### src/shared/rx_line_cfg.svh
// Register indices, field positions, reset values and counts of the receive line monitor.
// Assumes inclusion by bare name from files that need these constants.
`ifndef RX_LINE_CFG_SVH
`define RX_LINE_CFG_SVH

// Register indices; the byte address on the bus is four times the index
`define RXL_IDX_CONFIG        12'h05C
`define RXL_IDX_STATUS        12'h05D
`define RXL_IDX_RECOVERY      12'h05E

// Configuration / flag register fields
`define RXL_POS_SIG_INV       7
`define RXL_POS_PFP_EN        6
`define RXL_POS_DET_SEL       5
`define RXL_POS_CFG_RSVD      4
`define RXL_POS_LOT_FLAG      2
`define RXL_POS_REF_FLAG      1
`define RXL_POS_DATA_FLAG     0

// Status / enable register fields
`define RXL_POS_LOCK_SRC      7
`define RXL_POS_LOT_STATE     6
`define RXL_POS_REF_STATE     5
`define RXL_POS_DATA_STATE    4
`define RXL_POS_LOT_EN        2
`define RXL_POS_REF_EN        1
`define RXL_POS_DATA_EN       0

// Clock recovery control fields
`define RXL_POS_RECOV_MODE    5

// Writable bits of each register and their reset values
`define RXL_CONFIG_WMASK      8'hF0
`define RXL_STATUS_WMASK      8'h07
`define RXL_RECOVERY_WMASK    8'hF3
`define RXL_CONFIG_RST        8'h00
`define RXL_STATUS_RST        8'h00
`define RXL_RECOVERY_RST      8'h00

// Run of identical bits beyond which transitions count as lost
`define RXL_RUN_LIMIT         96
`define RXL_RUN_W             7

`endif

### src/shared/rx_line_pkg.sv
// Types shared by the receive line monitor modules.
// Assumes the constants header is compiled alongside.
package rx_line_pkg;

  // One bit per monitored condition, in flag-register order
  typedef struct packed {
    logic no_transition;
    logic ref_unlock;
    logic data_unlock;
  } lock_events_s;

  typedef logic [7:0] reg_byte_t;

endpackage : rx_line_pkg
### src/rtl/event_flag.sv
// Sticky event flag with a clear that never swallows a coincident event.
// Assumes set and clear are single-cycle terms of clk_sys.
`timescale 1ns/1ps
module event_flag (
  input  wire logic clk_sys,
  input  wire logic resetn,
  input  wire logic set_evt,
  input  wire logic clear,
  output logic      flag
);

  always_ff @(posedge clk_sys or negedge resetn) begin
    if (!resetn) begin
      flag <= 1'b0;
    end else begin
      // Set wins over clear
      flag <= set_evt | (flag & ~clear);
    end
  end

endmodule : event_flag

### src/rtl/run_length_detector.sv
// Counts identical consecutive receive bits and flags a run longer than the limit.
// Assumes one received bit is presented on every clk_sys edge.
`timescale 1ns/1ps
`include "rx_line_cfg.svh"
module run_length_detector #(
  parameter int RUN_W = `RXL_RUN_W,
  parameter int LIMIT = `RXL_RUN_LIMIT
) (
  input  wire logic clk_sys,
  input  wire logic resetn,
  input  wire logic rx_bit,
  output logic      long_run
);

  generate
    if (LIMIT < 1 || LIMIT >= (2 ** RUN_W) - 1) begin : g_bad_limit
      $error("run_length_detector: LIMIT does not fit the counter");
    end
  endgenerate

  localparam logic [RUN_W-1:0] RUN_MAX = '1;
  localparam logic [RUN_W-1:0] RUN_LIM = RUN_W'(LIMIT);

  logic             prev_bit;
  logic [RUN_W-1:0] run_len;

  always_ff @(posedge clk_sys or negedge resetn) begin
    if (!resetn) begin
      prev_bit <= 1'b0;
      run_len  <= '0;
    end else begin
      prev_bit <= rx_bit;
      // Saturate so a dead line keeps reporting loss
      if (rx_bit != prev_bit || run_len == '0) begin
        run_len <= RUN_W'(1);
      end else if (run_len != RUN_MAX) begin
        run_len <= run_len + RUN_W'(1);
      end
    end
  end

  // More than LIMIT identical bits in a row
  always_ff @(posedge clk_sys or negedge resetn) begin
    if (!resetn) begin
      long_run <= 1'b0;
    end else begin
      long_run <= (rx_bit == prev_bit && run_len >= RUN_LIM);
    end
  end

endmodule : run_length_detector

### src/rtl/rx_line_lock_monitor.sv
// Receive line monitor: loss of transition, lock status, interrupt flags, APB registers.
// Assumes all inputs synchronous to clk_sys, one serial bit per clock, zero-wait APB master.
`timescale 1ns/1ps
`include "rx_line_cfg.svh"
module rx_line_lock_monitor
  import rx_line_pkg::*;
#(
  parameter int ADDR_W = 12
) (
  input  wire logic              clk_sys,
  input  wire logic              resetn,
  input  wire logic [ADDR_W-1:0] paddr,
  input  wire logic              psel,
  input  wire logic              penable,
  input  wire logic              pwrite,
  input  wire logic [31:0]       pwdata,
  input  wire logic [3:0]        pstrb,
  output logic      [31:0]       prdata,
  output logic                   pready,
  output logic                   pslverr,
  input  wire logic              rx_serial_data,
  input  wire logic              signal_detect_in,
  input  wire logic              line_iface_select,
  input  wire logic              par_frame_pulse_in,
  input  wire logic              data_freq_unlock,
  input  wire logic              ref_unlock_in,
  input  wire logic              lock_to_data_in,
  output logic                   recovery_mode_sel,
  output logic                   framer_bypass,
  output logic                   aligned_frame_pulse,
  output logic                   signal_valid,
  output logic                   irq
);

  generate
    if (ADDR_W < 12) begin : g_bad_addr
      $error("rx_line_lock_monitor: ADDR_W too narrow for the register map");
    end
  endgenerate

  localparam logic [ADDR_W-1:0] ADDR_CONFIG   = ADDR_W'(`RXL_IDX_CONFIG * 4);
  localparam logic [ADDR_W-1:0] ADDR_STATUS   = ADDR_W'(`RXL_IDX_STATUS * 4);
  localparam logic [ADDR_W-1:0] ADDR_RECOVERY = ADDR_W'(`RXL_IDX_RECOVERY * 4);

  ////////////////////////////////////////////////////////////////////////////////
  // Register storage

  reg_byte_t    config_rw;
  reg_byte_t    status_rw;
  reg_byte_t    recovery_rw;
  lock_events_s flags;
  lock_events_s int_en;
  lock_events_s state;
  lock_events_s events;
  lock_events_s clr;
  lock_events_s rd_flags;
  logic         lock_src;
  logic         lot_declared_q;

  logic sig_detect_invert;
  logic par_frame_pulse_en;
  logic transition_detector_select;

  assign sig_detect_invert          = config_rw[`RXL_POS_SIG_INV];
  assign par_frame_pulse_en         = config_rw[`RXL_POS_PFP_EN];
  assign transition_detector_select = config_rw[`RXL_POS_DET_SEL];
  assign int_en.no_transition       = status_rw[`RXL_POS_LOT_EN];
  assign int_en.ref_unlock          = status_rw[`RXL_POS_REF_EN];
  assign int_en.data_unlock         = status_rw[`RXL_POS_DATA_EN];

  ////////////////////////////////////////////////////////////////////////////////
  // APB slave: zero wait states, read data captured in the setup cycle

  logic setup_phase;
  logic access_phase;
  logic hit_config;
  logic hit_status;
  logic hit_recovery;
  logic hit_any;
  logic wr_lane0;
  logic rd_config;

  assign setup_phase  = psel & ~penable;
  assign access_phase = psel & penable;
  assign hit_config   = (paddr == ADDR_CONFIG);
  assign hit_status   = (paddr == ADDR_STATUS);
  assign hit_recovery = (paddr == ADDR_RECOVERY);
  assign hit_any      = hit_config | hit_status | hit_recovery;
  assign wr_lane0     = access_phase & pwrite & pstrb[0];
  assign rd_config    = access_phase & ~pwrite & hit_config;

  assign pready  = 1'b1;
  assign pslverr = access_phase & ~hit_any;

  reg_byte_t next_rd_byte;

  always_comb begin
    next_rd_byte = 8'h00;
    if (hit_config) begin
      next_rd_byte = config_rw;
      next_rd_byte[`RXL_POS_LOT_FLAG]  = flags.no_transition;
      next_rd_byte[`RXL_POS_REF_FLAG]  = flags.ref_unlock;
      next_rd_byte[`RXL_POS_DATA_FLAG] = flags.data_unlock;
    end else if (hit_status) begin
      next_rd_byte = status_rw;
      next_rd_byte[`RXL_POS_LOCK_SRC]   = lock_src;
      next_rd_byte[`RXL_POS_LOT_STATE]  = state.no_transition;
      next_rd_byte[`RXL_POS_REF_STATE]  = state.ref_unlock;
      next_rd_byte[`RXL_POS_DATA_STATE] = state.data_unlock;
    end else if (hit_recovery) begin
      next_rd_byte = recovery_rw;
    end
  end

  // Capturing the flags with the data lets the clear drop only what software saw
  always_ff @(posedge clk_sys or negedge resetn) begin
    if (!resetn) begin
      prdata   <= 32'h0000_0000;
      rd_flags <= '0;
    end else if (setup_phase && !pwrite) begin
      prdata   <= {24'h00_0000, next_rd_byte};
      rd_flags <= hit_config ? flags : '0;
    end
  end

  // Read-to-clear of the flag register
  assign clr = rd_config ? rd_flags : '0;

  always_ff @(posedge clk_sys or negedge resetn) begin
    if (!resetn) begin
      config_rw <= `RXL_CONFIG_RST;
    end else if (wr_lane0 && hit_config) begin
      config_rw <= pwdata[7:0] & `RXL_CONFIG_WMASK;
    end
  end

  always_ff @(posedge clk_sys or negedge resetn) begin
    if (!resetn) begin
      status_rw <= `RXL_STATUS_RST;
    end else if (wr_lane0 && hit_status) begin
      status_rw <= pwdata[7:0] & `RXL_STATUS_WMASK;
    end
  end

  always_ff @(posedge clk_sys or negedge resetn) begin
    if (!resetn) begin
      recovery_rw <= `RXL_RECOVERY_RST;
    end else if (wr_lane0 && hit_recovery) begin
      recovery_rw <= pwdata[7:0] & `RXL_RECOVERY_WMASK;
    end
  end

  // LAN at zero, WAN at one
  assign recovery_mode_sel = recovery_rw[`RXL_POS_RECOV_MODE];

  ////////////////////////////////////////////////////////////////////////////////
  // Line condition monitoring

  logic sd_eff;
  logic long_run;
  logic lot_raw;
  logic lot_declared;
  logic next_data_unlock;

  assign sd_eff = signal_detect_in ^ sig_detect_invert;

  run_length_detector #(
    .RUN_W (`RXL_RUN_W),
    .LIMIT (`RXL_RUN_LIMIT)
  ) u_run (
    .clk_sys  (clk_sys),
    .resetn   (resetn),
    .rx_bit   (rx_serial_data),
    .long_run (long_run)
  );

  // Status view ignores the detector select; only event declaration honours it
  assign lot_raw          = ~sd_eff | long_run;
  assign lot_declared     = ~sd_eff | (~transition_detector_select & long_run);
  assign next_data_unlock = data_freq_unlock | long_run;

  always_ff @(posedge clk_sys or negedge resetn) begin
    if (!resetn) begin
      state          <= '0;
      lot_declared_q <= 1'b0;
      lock_src       <= 1'b0;
      signal_valid   <= 1'b0;
    end else begin
      state.no_transition <= lot_raw;
      state.ref_unlock    <= ref_unlock_in;
      state.data_unlock   <= next_data_unlock;
      lot_declared_q      <= lot_declared;
      lock_src            <= lock_to_data_in;
      signal_valid        <= sd_eff;
    end
  end

  assign events.data_unlock   = next_data_unlock & ~state.data_unlock;
  assign events.ref_unlock    = ref_unlock_in ^ state.ref_unlock;
  assign events.no_transition = lot_declared & ~lot_declared_q;

  event_flag u_flag_data (
    .clk_sys (clk_sys),
    .resetn  (resetn),
    .set_evt (events.data_unlock),
    .clear   (clr.data_unlock),
    .flag    (flags.data_unlock)
  );

  event_flag u_flag_ref (
    .clk_sys (clk_sys),
    .resetn  (resetn),
    .set_evt (events.ref_unlock),
    .clear   (clr.ref_unlock),
    .flag    (flags.ref_unlock)
  );

  event_flag u_flag_lot (
    .clk_sys (clk_sys),
    .resetn  (resetn),
    .set_evt (events.no_transition),
    .clear   (clr.no_transition),
    .flag    (flags.no_transition)
  );

  // Flags latch regardless of enables; enables only gate the pin
  assign irq = |(flags & int_en);

  ////////////////////////////////////////////////////////////////////////////////
  // Parallel framing control

  always_ff @(posedge clk_sys or negedge resetn) begin
    if (!resetn) begin
      framer_bypass       <= 1'b0;
      aligned_frame_pulse <= 1'b0;
    end else begin
      // Serial interface forces the framer on whatever the enable says
      framer_bypass       <= line_iface_select & par_frame_pulse_en;
      aligned_frame_pulse <= line_iface_select & par_frame_pulse_en & par_frame_pulse_in;
    end
  end
endmodule : rx_line_lock_monitor

### config.mk
export PLATFORM = sky130hd
export DESIGN_NAME = rx_line_lock_monitor
export DESIGN_NICKNAME = d
export VERILOG_FILES = /design/src/shared/rx_line_pkg.sv /design/src/rtl/event_flag.sv /design/src/rtl/run_length_detector.sv /design/src/rtl/rx_line_lock_monitor.sv
export VERILOG_INCLUDE_DIRS = /design/src /design/src/shared
export SDC_FILE = /design/constraint.sdc
export NUM_CORES = 1
export LEC_CHECK = 0
export BUFFER_PORTS_ARGS = -buffer_cell sky130_fd_sc_hd__buf_2
export CAP_MARGIN = 10
export CORE_ASPECT_RATIO = 0.7
export CORE_UTILIZATION = 27
export CTS_CLUSTER_SIZE = 40
export DETAILED_ROUTE_END_ITERATION = 10
export PLACE_DENSITY = 0.62
export SYNTH_ARGS = -nofsm -noshare
export SYNTH_HDL_FRONTEND = slang
export SYNTH_SLANG_ARGS = --single-unit
### constraint.sdc
create_clock -name clk_sys -period 4.07 [get_ports clk_sys]
set_input_delay 0.814 -clock clk_sys [delete_from_list [all_inputs] [get_ports clk_sys]]
set_output_delay 0.814 -clock clk_sys [all_outputs]
set_load 0.05 [all_outputs]
== Yosys cells after proc, flatten, opt, wreduce, memory -nomap -nowiden ==
Cells that the tools add are included.

* Flip-flop bits (word level): 44
* Logic and storage cells: 82

* $add $sub $neg: 1
* Magnitude comparators: 1
* Equal/unequal tests: 6
* Muxes and demuxes: 7
* Bitwise operators: 36
* Reductions and logical operators: 10

{| class="wikitable"
|+ Operators with widths
! kind !! count
|-
| 12-bit by 9-bit equality test with 1-bit output (second input constant) || 3
|-
| 8-bit 2-to-1 mux || 3
|-
| 1-bit bitwise AND || 15
|-
| 7-bit 2-to-1 mux || 2
|-
| 1-bit inverter || 10
|-
| 1-bit bitwise OR || 8
|-
| 7-bit by 1-bit adder with 7-bit output (second input constant) || 1
|-
| 7-bit >= comparator (second input constant) || 1
|-
| 7-bit zero test || 1
|-
| 7-bit != test (second input constant) || 1
|-
| 3-bit 2-to-1 mux || 2
|-
| 1-bit logical AND || 5
|-
| 3-bit bitwise AND || 1
|-
| 3-bit OR reduction || 1
|-
| 2-bit nonzero test || 1
|-
| 1-bit XOR || 2
|-
| 1-bit equality test || 1
|-
| 1-bit zero test || 1
|-
| 1-bit logical OR || 1
|-
| 1-bit != test || 1
|}

== Depth between registers and ports, before layout ==
Gate-level depths: netlist (run 1).

* Depth in word-level cells: 7
* Mapped depth: 5
* Gate-level depth less buffers: 5

== Cells and area by module ==
From an unflattened synthesis (run 1), not the netlist that was laid out.

* Cell total of the unflattened synthesis: 207
* Area total of the unflattened synthesis: 2252.2 µm²

{| class="wikitable"
|+ Modules (own cells, without submodules)
! module !! instances !! cells an instance !! area an instance (µm²)
|-
| rx_line_lock_monitor || 1 || 152 || 1665.3
|-
| run_length_detector || 1 || 46 || 478.0
|-
| event_flag || 3 || 3 || 36.3
|}

== Worst setup path after synthesis (run 1) ==
OpenSTA, ideal clock, no wires.

* Path kind: in2out
* From: input port paddr[11]
* To: output port pslverr
* Arrival: 2094 ps
* Data required time: 3256 ps
* Setup slack: 1162 ps
* Stages: 4
* Path buffers: 1
* Cells stage by stage: or4b_1 > buf_2 > a2111oi_0 > nor2_1

* Word-level cells in the longest chain between the ends: 5
* Elaborated cells on any way between the ends: 7
* Classes of those cells: eq/ne (3); bitwise (4)

{| class="wikitable"
|+ RTL lines
! item !! line !! RTL
|-
| start: declaration || rx_line_lock_monitor.sv:12 || <nowiki>input wire logic [ADDR_W-1:0] paddr,</nowiki>
|-
| 12-bit by 9-bit equality test with 1-bit output, on equally long branches || rx_line_lock_monitor.sv:85, rx_line_lock_monitor.sv:86 ||
|-
| 1-bit bitwise OR || rx_line_lock_monitor.sv:88 || <nowiki>assign hit_any = hit_config | hit_status | hit_recovery;</nowiki>
|-
| 1-bit bitwise OR * || rx_line_lock_monitor.sv:88 ||
|-
| 1-bit inverter * || rx_line_lock_monitor.sv:93 || <nowiki>assign pslverr = access_phase & ~hit_any;</nowiki>
|-
| 1-bit bitwise AND * || rx_line_lock_monitor.sv:93 ||
|-
| end: declaration || rx_line_lock_monitor.sv:20 || <nowiki>output logic pslverr,</nowiki>
|}

Every way passes the cells marked *; elsewhere a longest branch is shown, timed or not.

== Worst setup path after layout (run 1) ==
Ends and elaborated chain as after synthesis.

==> results of run 1 <==
metrics by stage:
step / setup WS, ns / instance area, um2 / hold slack [ns] / instances
floorplan: 1.16 / 2320 / 0.428 / 225
detailed placement: 0.937 / 2440 / 0.451 / 338
global route: 0.851 / 2630 / 0.509 / 346
finish: 0.959 / 2630 / 0.464 / 346
CTS: 0.944 / 2630 / 0.466 / 346
global placement: 0.934 / 2440 / 0.454 / 338
registers in the layout, summed over array words and instances (netlist names), 3 cells and up:
| signal | count |
|---|---|
| config_rw | 4 |
| prdata | 7 |
| rd_flags | 3 |
| recovery_rw | 6 |
| state | 3 |
| status_rw | 3 |
| u_run.run_len | 7 |
Yosys cell counts (2+ instances only):
| cell type | number | area share |
|---|---|---|
| a221o_1 | 2 | 0.0090 |
| ha_1 | 2 | 0.011 |
| a21o_1 | 2 | 0.0067 |
| and4_1 | 2 | 0.0079 |
| nor2b_1 | 3 | 0.0084 |
| or4_4 | 2 | 0.010 |
| clkbuf_1 | 3 | 0.0051 |
| nand4_1 | 2 | 0.0056 |
| and2_1 | 2 | 0.0056 |
| or3_1 | 3 | 0.0084 |
| mux2_2 | 10 | 0.051 |
| inv_1 | 8 | 0.013 |
| nor3_1 | 3 | 0.0067 |
| dfrtp_1 | 43 | 0.48 |
| nand2_1 | 16 | 0.027 |
| o21ai_0 | 12 | 0.027 |
| a21oi_1 | 3 | 0.0067 |
| nor2_1 | 7 | 0.012 |
| a2bb2oi_1 | 6 | 0.024 |
| xor2_1 | 2 | 0.0079 |
| mux2_4 | 3 | 0.020 |
| and3_1 | 3 | 0.0084 |
| conb_1 | 2 | 0.0034 |
| buf_4 | 26 | 0.088 |
| or4bb_1 | 2 | 0.010 |
| mux2i_1 | 7 | 0.031 |
worst min-delay path by stage:
stage | endpoint | cells past startpoint
CTS | state[2] | 2
floorplan | state[2] | 2
detailed placement | state[2] | 2
global route | state[0] | 1
global placement | state[2] | 2
finish | state[2] | 2
power by group through the flow:
| stage | logic [mW] | clock network, mW | registers, mW |
|---|---|---|---|
| CTS | 0.160 | 0.527 | 0.457 |
| global placement | 0.155 | 0 | 0.465 |
| detailed placement | 0.159 | 0 | 0.465 |
| global route | 0.174 | 0.546 | 0.460 |
| floorplan | 0.136 | 0 | 0.463 |
| finish | 0.158 | 0.521 | 0.457 |
routing by layer:
| metal | wire length, um | global-route usage | vias to the layer above |
|---|---|---|---|
| met5 | 0 | 0 | - |
| met4 | 13 | 0.0307 | 0 |
| met3 | 254 | 0.0297 | 2 |
| met2 | 2130 | 0.163 | 57 |
| met1 | 2220 | 0.157 | 775 |
| li1 | - | - | 748 |
final cells by class:
class	instances	area (um2)	area share
tap	101	126	0.0481
clock buffer	5	125	0.0476
clock inverter	3	67.6	0.0257
sequential	43	1080	0.409
inverter	8	30.0	0.0114
multi-input combinational	142	983	0.374
timing repair buffer	44	220	0.0838
cells by family after synthesis:
logic type / after synthesis
mux: 20
compound gates: 36
other cells: 2
flops: 43
fa+ha+maj: 2
simple gates: 56
buf+inv: 40
xor+xnor: 2
critical path, delay by kind of cell:
family                 cells  cell delay (ns)
AND/OR/NAND/NOR            2             0.74
AO/OA/AOI/OAI              1             0.43
buffers and inverters      2             0.31
==> flow_summary_export.csv, run 1 <==
group,metric,value,unit
grt,grt_overflow_total,0,
clock_network,worstSkewPairLatency,0.29,ns
critical_path,crit_top_cell,"buf_2",
finish,layout-drive-gt1-share,0.298,
yosys,synthAdderAreaFrac,0.0112,
floorplan,initial_core_util,0.280,
finish,fin_nets,306,
critical_path,worstPathRequired,3.26,ns
clock_network,ctsResizeCount,0,
pwr,ir_worst_vdd,0.000219,V
critical_path,rr_worst_depth,4,
critical_path,critPathCaptureType,"primary output",
timing,slew_headroom,0.371,
placement,hpwl,3450,um
min_path,min_path_type,"flip-flop to flip-flop",
routing,drc_errors,0,
clock_network,clock_path_buffers,2,
pwr,pwr-share-clk,0.458,
timing,finalHoldViolCount,0,
pwr,combPwrFrac,0.139,
placement,globalplace.congestion,0.782,
clock_network,clk_pin_slew_worst_paths,0.06,ns
timing,setup_viol,0,
routing,route.vias.total,1582,
pwr,p_int,839,uW
critical_path,path_cells,"buf_2 > or4b_1 > a2111oi_0 > nor2_1 > buf_2",
status,status,"finished, final reports clean",
yosys,synth_warnings,0,
critical_path,timing.rr.start,"u_run.run_len[0]",
timing,worst_pin_slew,0.943,ns
clock_network,cts_tree,"done",
finish,mostFrequentLayoutCell,"buf_2",
yosys,synth_top_family_by_area,"simple AND/OR/NAND/NOR gates",
yosys,synth_cell_types,51,
critical_path,slowest_delay,0.68,ns
critical_path,crit_path_top_delay_cell,"or4b_1",
floorplan,die_area,0.00862,mm2
finish,insertedDiodeCount,0,
pwr,power_density,432,mW/mm2
routing,firstDrtPassIters,4,
floorplan,die_h,78.0,um
critical_path,reg2reg_setup_slack,2.59,ns
routing,initialDrtViolationCount,157,
clock_network,numCtsBuffers,5,
timing,min_period,3.11,ns
finish,final_cell_mix,"buf_2 (44), dfrtp_1 (43), conb_1 (26)",
critical_path,start_kind,"primary input",
grt,grt_pass1_vias,1483,
grt,gr-usage-all-layers,0.110,
clock_network,root_buffer,"clkbuf_16",
critical_path,startpoint,"paddr[11]",
floorplan,core_area,0.00794,mm2
grt,antenna_found_initial,0,
yosys,synth-seq-cells,43,
yosys,synth_edf_count,0,
timing,skew,0.00654,ns
yosys,synthSimpleGateAreaFrac,0.160,
pwr,switching_share,0.261,
routing,wire_per_inst,13.3,um
critical_path,path_class,"primary input to primary output",
pwr,p_sw,297,uW
pwr,leakagePower,1.31,nW
yosys,postSynthAreaPerCell,11.1,um2
yosys,netlist_instances,201,
floorplan,ioPinCount,99,
clock_network,cts_hold_buffers,0,
clock_network,htree_levels,2,
pwr,p_total,1.14,mW
critical_path,cp_max_fo,7,
placement,portBuffers,44,
yosys,syn_area,0.00223,mm2
critical_path,arrival,2.30,ns
yosys,synth_compound_area_frac,0.116,
min_path,hp-start,"u_run.long_run",
floorplan,die_w,111,um
yosys,synthXorXnorAreaFrac,0.00787,
run,maxCapViolCount,0,
yosys,synthMuxAreaShare,0.102,
timing,min_period_over_period,0.764,
finish,fillers,806,
routing,ant_nets,0,
grt,grt_start_max_net_pins,44,
routing,viasPerCell,4.57,
critical_path,r2r-end,"u_run.run_len[0]",
timing,fin_setup_tns,0,ns
routing,routed_wl,4620,um
yosys,synthFlopType,"dfrtp_1",
floorplan,std_cell_rows,27,
clock_network,cts_sinks,43,
clock_network,cts_setup_buffers,0,
pwr,seq_power_share,0.403,
critical_path,crit_path_end,"pslverr",
timing,grt_setup_unrepaired,"false",
finish,final_util,0.331,
finish,area_growth,18.1,%
timing,fmax,0.321,GHz
yosys,yosysSeqAreaShare,0.483,
yosys,ys_async_sr_fraction,1.00,
grt,grt_pass1_wl,7530,um
timing,drv_slew,0,
(Power assumes the default switching activity.)
==> run 2, diff against run 1 <==
==> constraint.sdc (replaced) <==
create_clock -name clk_sys -period 3.05 [get_ports clk_sys]
set_input_delay 0.61 -clock clk_sys [delete_from_list [all_inputs] [get_ports clk_sys]]
set_output_delay 0.61 -clock clk_sys [all_outputs]
set_load 0.05 [all_outputs]
==> run 2 against run 1 <==
Effect of this change:
- register-to-register slack got worse by 1.1 ns
- first-iteration DRC count fell by 32%
- die area unchanged
- final area is 0.52% lower
- clock skew fell by 0.0037 ns
- largest cell class unchanged
- flip-flop and latch count did not move
- sequential share of layout area is 0.22 points higher
- largest power group is now sequential cells
- global-route usage barely moved
- setup slack lost 0.49 ns
- clock power is 7.1% higher
- critical path depth unchanged
- power increased by 22%
==> flow_summary_export.csv, run 2 (same netlist as run 1, synthesis figures left out) <==
group,metric,value,unit
status,status,"finished, final reports clean",
critical_path,critPathCaptureType,"primary output",
finish,layout-drive-gt1-share,0.302,
timing,slew_headroom,0.362,
floorplan,ioPinCount,99,
placement,globalplace.congestion,0.788,
finish,final_util,0.329,
routing,drc_errors,0,
clock_network,cts_sinks,43,
floorplan,die_h,78.0,um
timing,finalHoldViolCount,0,
timing,skew,0.00287,ns
timing,fmax,0.387,GHz
clock_network,worstSkewPairLatency,0.28,ns
floorplan,die_w,111,um
pwr,leakagePower,1.31,nW
finish,mostFrequentLayoutCell,"buf_2",
floorplan,std_cell_rows,27,
finish,top_regs,"prdata (7), u_run.run_len (7), recovery_rw (6)",
grt,gr-usage-all-layers,0.111,
floorplan,die_area,0.00862,mm2
min_path,min_delay_path_depth,1,
grt,grt_pass1_vias,1478,
timing,fin_setup_tns,0,ns
critical_path,worstPathRequired,2.44,ns
routing,viasPerCell,4.59,
grt,grt_start_max_net_pins,44,
floorplan,initial_core_util,0.280,
finish,fillers,784,
finish,area_growth,17.5,%
clock_network,cts_setup_buffers,0,
critical_path,cp_max_fo,2,
finish,insertedDiodeCount,0,
timing,min_period_over_period,0.846,
routing,ant_nets,0,
clock_network,clk_pin_slew_worst_paths,0.06,ns
routing,firstDrtPassIters,4,
routing,route.vias.total,1603,
grt,antenna_found_initial,0,
grt,grt_overflow_total,0,
clock_network,htree_levels,2,
finish,fin_nets,309,
grt,grt_pass1_wl,7430,um
placement,hpwl,3340,um
timing,setup_viol,0,
run,maxCapViolCount,0,
clock_network,cts_hold_buffers,0,
pwr,power_density,529,mW/mm2
routing,initialDrtViolationCount,106,
finish,final_cell_mix,"buf_2 (44), dfrtp_1 (43), conb_1 (26)",
clock_network,root_buffer,"clkbuf_16",
timing,grt_setup_unrepaired,"false",
pwr,ir_worst_vdd,0.000195,V
floorplan,core_area,0.00794,mm2
routing,wire_per_inst,13.0,um
clock_network,ctsResizeCount,0,
timing,drv_slew,0,
critical_path,arrival,1.97,ns
critical_path,rr_worst_depth,4,
placement,post-place-ws,0.450,ns
timing,worst_pin_slew,0.957,ns
critical_path,path_class,"primary input to primary output",
min_path,min_path_type,"primary input to flip-flop",
placement,portBuffers,44,
critical_path,start_kind,"primary input",
clock_network,cts_tree,"done",
routing,routed_wl,4540,um
clock_network,numCtsBuffers,5,
timing,min_period,2.58,ns
timing,worst_slack,0.468,ns
clock_network,clock_path_buffers,2,
[run 2: critical path, stage by stage]
cell	delay, ns
buf_2	0.09
or4b_1	0.58
a2111oi_0	0.40
nor2_1	0.07
buf_2	0.22
[run 2: through the flow]
step           total power, mW  instance area (um2)  hold slack [ns]  instances
6_report                  1.38                 2620            0.440        349
5_1_grt                   1.44                 2620            0.440        349
4_1_cts                   1.40                 2620            0.439        349
3_5_place_dp             0.834                 2460            0.457        341
3_3_place_gp             0.830                 2460            0.454        341
2_1_floorplan            0.800                 2320            0.314        225
[run 2: power breakdown]
group / internal (mW) / switching [mW]
clock: 0.349 / 0.209
sequential: 0.592 / 0.0204
combinational: 0.0599 / 0.153
[run 2: area by class of cell]
type	count	area (um2)	area share
clock buffer	8	156	0.0598
inverter	8	30.0	0.0115
multi-input combinational	142	983	0.376
sequential	43	1080	0.411
tap	101	126	0.0483
timing repair buffer	47	243	0.0928
[run 2: final timing paths]
path	slack (ns)	from	end
min reg2reg	0.47	prdata[0]	prdata[0]
max	0.47	paddr[11]	pslverr
min in group asynchronous	0.48	resetn	prdata[0]
min	0.44	lock_to_data_in	lock_src
max in group asynchronous	1.97	resetn	u_run.run_len[6]
max reg2reg	1.52	u_run.run_len[0]	u_run.run_len[0]
[run 2: per-layer routing]
layer / up-vias / wire length, um / GRT usage
met5: - / 0 / 0
met4: 0 / 74 / 0.0480
met3: 7 / 312 / 0.0297
met2: 55 / 2050 / 0.165
met1: 788 / 2110 / 0.150
li1: 753 / - / -
